[src/include/sol_cfg.svh]
`ifndef SOL_CFG_SVH
`define SOL_CFG_SVH
`define SOL_ADDR_MODE      32'h0000_0000
`define SOL_ADDR_CTRL      32'h0000_0004
`define SOL_STRAP_PULL     5'h1B
`define SOL_RESET_MS       10
`define SOL_CLK_KHZ        250000
`define SOL_RESET_CYCLES   (`SOL_RESET_MS * `SOL_CLK_KHZ)
`define SOL_SPI_FAST_KHZ   50000
`define SOL_SPI_SLOW_KHZ   12500
`define SOL_ACC_SLAVE      2'b10
`define SOL_B_PHY          0
`define SOL_B_FAST         1
`define SOL_B_ACC          2
`define SOL_B_XTAL         4
`define SOL_B_RSVD         5
`define SOL_B_PDN          0
`define SOL_B_RMII         1
`endif

[src/include/sol_pkg.sv]
package sol_pkg;
   typedef enum logic [1:0] {
      SOL_SAMPLE,
      SOL_RUN,
      SOL_DOWN
   } sol_state_t;
endpackage : sol_pkg

[src/logic/sol_strap_latch.sv]
`timescale 1ns/10ps
`default_nettype none
`include "sol_cfg.svh"
module sol_strap_latch (
   input  wire logic        clk,
   input  wire logic        rst,
   input  wire logic        clk_en,
   input  wire logic [4:0]  strap_in,
   input  wire logic [4:0]  func_out,
   output logic      [4:0]  strap_out,
   output logic      [4:0]  strap_oe,
   output logic      [4:0]  pull_en,
   output logic      [4:0]  pull_up,
   output logic             phy_role,
   output logic             spi_fast,
   output logic             spi_slave,
   output logic             access_reserved,
   output logic             xtal_25m,
   output logic             ref_clock_out_enable,
   input  wire logic        hsel,
   input  wire logic [31:0] haddr,
   input  wire logic [1:0]  htrans,
   input  wire logic        hwrite,
   input  wire logic [2:0]  hsize,
   input  wire logic [31:0] hwdata,
   input  wire logic        hready,
   output logic             hreadyout,
   output logic             hresp,
   output logic      [31:0] hrdata
);
   // ------------------------------------------------------------
   // Pin synchroniser
   // ------------------------------------------------------------
   logic [4:0] s1_q, s2_q, s3_q, s1_d, s2_d, s3_d;
   logic [4:0] filt_q, filt_d;
   always_comb begin
      s1_d = strap_in;
      s2_d = s1_q;
      s3_d = s2_q;
      // A level counts once the second and third stages agree.
      filt_d = filt_q;
      for (int i = 0; i < 5; i++) begin
         if (s2_q[i] == s3_q[i]) begin
            filt_d[i] = s2_q[i];
         end
      end
   end
   always_ff @(posedge clk or posedge rst) begin
      if (rst) begin
         s1_q   <= `SOL_STRAP_PULL;
         s2_q   <= `SOL_STRAP_PULL;
         s3_q   <= `SOL_STRAP_PULL;
         filt_q <= `SOL_STRAP_PULL;
      end else if (clk_en) begin
         s1_q   <= s1_d;
         s2_q   <= s2_d;
         s3_q   <= s3_d;
         filt_q <= filt_d;
      end
   end

   // ------------------------------------------------------------
   // Sample control and latch
   // ------------------------------------------------------------
   sol_pkg::sol_state_t st_q, st_d;
   logic [4:0] lat_q, lat_d;
   logic       pdn_q, pdn_d, rmii_q, rmii_d;
   logic [1:0] cnt_q, cnt_d;
   logic       wr_q, wr_d, rd_sel;
   logic [31:0] wa_q, wa_d, rdat_q, rdat_d;
   logic       capture;
   always_comb begin
      st_d    = st_q;
      cnt_d   = cnt_q;
      lat_d   = lat_q;
      capture = 1'b0;
      case (st_q)
         // Straps need three cycles to pass the synchroniser after reset.
         sol_pkg::SOL_SAMPLE: begin
            if (cnt_q == 2'd3) begin
               capture = 1'b1;
               st_d    = pdn_q ? sol_pkg::SOL_DOWN : sol_pkg::SOL_RUN;
            end else begin
               cnt_d = cnt_q + 2'd1;
            end
         end
         sol_pkg::SOL_RUN: begin
            if (pdn_q) begin
               st_d = sol_pkg::SOL_DOWN;
            end
         end
         sol_pkg::SOL_DOWN: begin
            // Pins return to inputs so the next capture sees the board.
            if (!pdn_q) begin
               st_d  = sol_pkg::SOL_SAMPLE;
               cnt_d = 2'd0;
            end
         end
         default: st_d = sol_pkg::SOL_SAMPLE;
      endcase
      // The filter's next value is taken, because the agreeing third stage
      // only reaches the filter register at this very edge.
      if (capture) begin
         lat_d = filt_d;
      end
   end
   always_ff @(posedge clk or posedge rst) begin
      if (rst) begin
         st_q  <= sol_pkg::SOL_SAMPLE;
         cnt_q <= 2'd0;
         lat_q <= `SOL_STRAP_PULL;
      end else if (clk_en) begin
         st_q  <= st_d;
         cnt_q <= cnt_d;
         lat_q <= lat_d;
      end
   end

   // ------------------------------------------------------------
   // Decoded modes and pins
   // ------------------------------------------------------------
   always_comb begin
      phy_role  = rmii_q | lat_q[`SOL_B_PHY];
      spi_fast  = lat_q[`SOL_B_FAST];
      spi_slave = lat_q[`SOL_B_ACC+1:`SOL_B_ACC] == `SOL_ACC_SLAVE;
      access_reserved = lat_q[`SOL_B_ACC+1] == 1'b0;
      // Without the reduced interface the ref option does not exist.
      xtal_25m  = lat_q[`SOL_B_XTAL] | ~rmii_q;
      ref_clock_out_enable = 1'b0;
      pull_en   = (st_q == sol_pkg::SOL_RUN) ? 5'h00 : 5'h1F;
      pull_up   = `SOL_STRAP_PULL;
      strap_oe  = ~pull_en;
      strap_out = func_out & strap_oe;
   end

   // ------------------------------------------------------------
   // AHB-Lite slave: zero wait states, always OKAY
   // ------------------------------------------------------------
   always_comb begin
      wr_d   = hsel & hready & htrans[1] & hwrite;
      wa_d   = (hsel & hready & htrans[1]) ? haddr : wa_q;
      rd_sel = hsel & hready & htrans[1] & ~hwrite;
      pdn_d  = pdn_q;
      rmii_d = rmii_q;
      rdat_d = rdat_q;
      if (wr_q && wa_q == `SOL_ADDR_CTRL) begin
         pdn_d  = hwdata[`SOL_B_PDN];
         rmii_d = hwdata[`SOL_B_RMII];
      end
      if (rd_sel) begin
         case (haddr)
            `SOL_ADDR_MODE: rdat_d = {24'h000000, 1'b0, access_reserved,
                                      2'b00, lat_q[3:0]};
            `SOL_ADDR_CTRL: rdat_d = {30'h0000_0000, rmii_q, pdn_q};
            default:        rdat_d = 32'h0000_0000;
         endcase
         if (haddr == `SOL_ADDR_MODE) begin
            rdat_d[`SOL_B_XTAL] = lat_q[`SOL_B_XTAL];
         end
      end
   end
   always_ff @(posedge clk or posedge rst) begin
      if (rst) begin
         wr_q   <= 1'b0;
         wa_q   <= 32'h0000_0000;
         pdn_q  <= 1'b0;
         rmii_q <= 1'b0;
         rdat_q <= 32'h0000_0000;
      end else if (clk_en) begin
         wr_q   <= wr_d;
         wa_q   <= wa_d;
         pdn_q  <= pdn_d;
         rmii_q <= rmii_d;
         rdat_q <= rdat_d;
      end
   end
   assign hreadyout = 1'b1;
   assign hresp     = 1'b0;
   assign hrdata    = rdat_q;
endmodule : sol_strap_latch
`default_nettype wire

[config.mk]
export PLATFORM = sky130hd
export DESIGN_NAME = sol_strap_latch
export DESIGN_NICKNAME = d
export VERILOG_FILES = /design/src/include/sol_pkg.sv /design/src/logic/sol_strap_latch.sv
export VERILOG_INCLUDE_DIRS = /design/src /design/src/include
export SDC_FILE = /design/constraint.sdc
export NUM_CORES = 1
export LEC_CHECK = 0
export ABC_AREA = 1
export BUFFER_PORTS_ARGS = -buffer_cell sky130_fd_sc_hd__buf_2
export CORE_MARGIN = 2
export CORE_UTILIZATION = 45
export CTS_BUF_LIST = sky130_fd_sc_hd__clkbuf_2
export CTS_CLUSTER_DIAMETER = 100
export DETAILED_ROUTE_END_ITERATION = 6
export GPL_TIMING_DRIVEN = 0
export PLACE_DENSITY_LB_ADDON = 0.25
export SLEW_MARGIN = 20
export SYNTH_ARGS = -nofsm -noshare
export SYNTH_HDL_FRONTEND = slang
export SYNTH_SLANG_ARGS = --single-unit
[constraint.sdc]
create_clock -name clk -period 2.3 [get_ports clk]
set_input_delay 0.345 -clock clk [delete_from_list [all_inputs] [get_ports clk]]
set_output_delay 0.345 -clock clk [all_outputs]
set_load 0.005 [all_outputs]
==> summary by stage <==
Floorplanning
The number of ports placed on the die boundary is 145. The die is 92.6 µm wide. The floorplan step defined a die boundary enclosing 8570 µm².

The initial utilization of the core area, before any placement, comes to 0.462. The floorplan has 32 rows. After floorplanning, the core was sized to cover 7650 µm². The floorplan step set the die height to 92.6 µm.

Flow run
The max-capacitance violation count is 0.

Route
The detail-routed net length per standard cell is 10.6 µm. The detail route stage leaves a number of antenna-violating nets equal to 0. The detailed router finished its first iteration with 152 violations. The detailed-route wire length on metal 1 is 3320 µm. After detailed routing, the number of remaining DRC violations is 0. The routed via count divided by cell count is 4.46.

Wires add up to 7090 µm. The routed layout has 2977 vias. The routed design uses 388 µm of met3 wire. The highest metal layer used by the detailed router is met4. The length of routed met2 wiring is 3270 µm. The number of optimization iterations in the first detailed-route pass is 4.

CTS
Clock latency on the worst-skew pair, taken at its later pin, is 0.47 ns. CTS placed an instance of clkbuf_2 at the clock tree root. After clock tree synthesis, the clock-pin slew on the worst setup and hold paths is 0.20 ns. CTS built an H-tree with a depth of 3. The clock drives 70 sinks. The total CTS buffers is 9. Counting along the longest clock path gives a buffer depth of 2.

The post-CTS setup buffer count is 0. TritonCTS built the clock tree.

Min path
The hold path endpoint is wa_q[18]. The worst hold path was traced through 3 stages. In this run the most critical hold path is launched from haddr[18]. The type of the tightest min-delay check is primary input to register.

Finish
The fraction of final layout cells sized beyond drive strength 1 is 0.299. The multi-input combinational cells in the finished layout cover a total of 1270 µm². For this run, the share of the core covered by cells in the final layout is 0.562. After filler insertion, the fill cell instance count of the layout stands at 741. The non-filler instance count after layout is 668. The post-synthesis to final-layout area growth is 21.8%. The repair_antennas step left the layout with diodes totalling 0.

After the last flow step, the layout net total stands at 647. The sequential cells in the finished layout cover a total of 1780 µm².

Global route
Summed over all layers, the global routing overflow is 0. The total global routing track utilization is 0.178. The number of global-route vias before repair was 2799. Entering global routing, the biggest net connects 46 pins. The initial antenna violation count is 0.

The first global-routing pass estimated 12300 µm of wire.

Setup path
The highest cell delay on the worst timing path is 0.46 ns. The critical path crosses 4 cells after its start point. In this run the critical register-to-register path is launched from st_q[1]. The kind of cell adding the most delay to the critical path is buffers and inverters.

Traced cell by cell, the critical path runs through nor2_2 > inv_1 > buf_4 > buf_2. The largest fanout of any net on the critical path is 10. STA classifies the critical path endpoint as an output pin. For the worst flop-to-flop path, the logic depth is 7. In this run the register-to-register setup slack is 0.88 ns. The worst setup path is launched from a register. The end of the worst register-to-register path is lat_q[2]. The critical path data required time is 1.96 ns. Together, buffers and inverters on the worst path number 3. The type of the setup path with the least slack is register to output pin. Among all stages on the critical path, the largest delay is contributed by dfrtp_1.

The arrival time of the worst setup path is 1.63 ns.

Placement
The number of port buffers is 75. The cell total after placement is 651. The HPWL after detailed placement is 5410 µm. The last weighted congestion value of the routability-driven placer is 0.776.

Yosys
Yosys printed 0 warnings. The number of library cell types mapped by synthesis is 26. The share of synthesized area in the top cell type comes to 0.354. Sorting the synthesized cells by area gives the leading types as dfrtp_1 (35%), dfstp_2 (15%), nand2_1 (14%). The sequential cell area fraction in the yosys report is 0.503. Counting flops and latches in the post-synthesis netlist gives 70. Each instance of the synthesized netlist takes up on average 8.01 µm². In this run the cell area of the synthesized design comes to 3530 µm². The largest area contributor in the synthesized netlist is dfrtp_1.

Counting every instance in the synthesized netlist gives 441.

STA
The accumulated negative setup slack is 0 ns. The ratio of final minimum period to clock period is 0.860. The count of pins over their slew limit was 0. Static timing analysis puts the maximum clock frequency at 506 MHz.

The time the worst path needs with I/O delays and setup is 1.98 ns. The number of endpoints with negative hold slack in the final report is 0. Setup repair after global routing left no endpoint under its margin. The count of final setup violators is 0. Clock skew on the completed layout was measured at 0.0248 ns.

Pwr
The reported leakage power is 0.00245 µW. The maximum resistive drop on vdd is 0.324 mV. For this design the ratio of total power to cell area is 740 nW/µm². The total power after layout is 3180 µW.

Status
The run finished with clean final reports.
-- layer usage --
metal  vias up  track usage
met2        78        0.298
met5         -            0
met1      1354        0.232
li1       1534            -
met4         0       0.0734
met3        11       0.0269
-- state kept, by name, indices dropped and copies added (netlist names) --
register and count:
filt_q 5, s2_q 5, st_q 2, s1_q 5, cnt_q 2, wr_q 1
wa_q 32, lat_q 5, rmii_q 1, hrdata 6, pdn_q 1, s3_q 5
-- synthesized netlist by cell type (all sizes together) --
cell    instances
nor3            2
a22o            1
nand4           7
nor2           47
nand2         128
ha              1
o211ai          5
buf            47
clkbuf          5
inv            62
a21oi           5
o21ai          40
dfrtp          50
conb            2
dfstp          20
nand3          13
or2             1
o22ai           5
-- worst max path at each step --
| stage | start | to | slack (ns) |
|---|---|---|---|
| 5_1_grt | st_q[1] | strap_out[2] | 0.13 |
| 4_1_cts | st_q[1] | pull_en[3] | 0.15 |
| 3_3_place_gp | rst | wa_q[26] | -0.58 |
| 3_5_place_dp | st_q[1] | pull_en[3] | 0.73 |
| 2_1_floorplan | rst | cnt_q[0] | 0.22 |
| 6_report | st_q[1] | pull_en[3] | 0.32 |
-- area by class of cell --
class | instances | share of cell area
Buffer | 52 | 0.0855
Clock inverter | 3 | 0.00902
Sequential cell | 70 | 0.413
Tap cell | 102 | 0.0297
Multi-Input combinational cell | 289 | 0.296
Clock buffer | 13 | 0.0151
Inverter | 62 | 0.0553
Timing Repair Buffer | 77 | 0.0960
-- worst register-to-register path, delay by kind of cell (launching register included) --
kind	cells	cell delay (ns)
AO/OA/AOI/OAI	1	0.16
flip-flops	1	0.46
buffers and inverters	2	0.20
AND/OR/NAND/NOR	4	0.50
-- power by group --
group	switching, µW	total, µW	internal, µW
clock network	407	673	266
registers	124	1630	1510
logic	456	879	423
total	987	3180	2190
-- cell usage in the layout, fill, tap and decap left out, types with 2 or more instances in the layout --
| cell | n |
|---|---|
| conb_1 | 34 |
| clkbuf_2 | 13 |
| inv_4 | 2 |
| o22ai_1 | 5 |
| clkbuf_1 | 5 |
| nor2_1 | 42 |
| o21ai_0 | 40 |
| dfstp_2 | 20 |
| buf_2 | 78 |
| nor2_2 | 3 |
| buf_4 | 43 |
| inv_1 | 60 |
| nand2_1 | 128 |
| nand4_1 | 5 |
| o211ai_1 | 5 |
| a21oi_1 | 5 |
| dfrtp_1 | 50 |
| nor2_4 | 2 |
| nand3_1 | 13 |
-- through the flow --
stage                     cell area (µm²)  hold WS (ns)  setup WS, ns
after floorplan                      3650         0.443         0.220
after global placement               4150         0.451        -0.585
after detailed placement             4180         0.349         0.730
after CTS                            4300       0.00862         0.147
after global routing                 4300        0.0124         0.132
final                                4300        0.0491         0.322
-- cells by family after synthesis --
group	Yosys count	share of synthesized area
buffers and inverters	114	0.171
and+or+nand+nor	198	0.235
AOI/OAI and AO/OA	56	0.0858
adders and majority gates	1	0.00354
other	2	0.00213
DFF	70	0.503
-- what timing repair did --
action | in CTS | in global routing
endpoints found under the setup margin | 0 | 3
hold endpoints to repair | 13 | 0
hold buffers | 1 | 0
gates resized for setup | 0 | 1
Power figures use the tool's default switching activity.
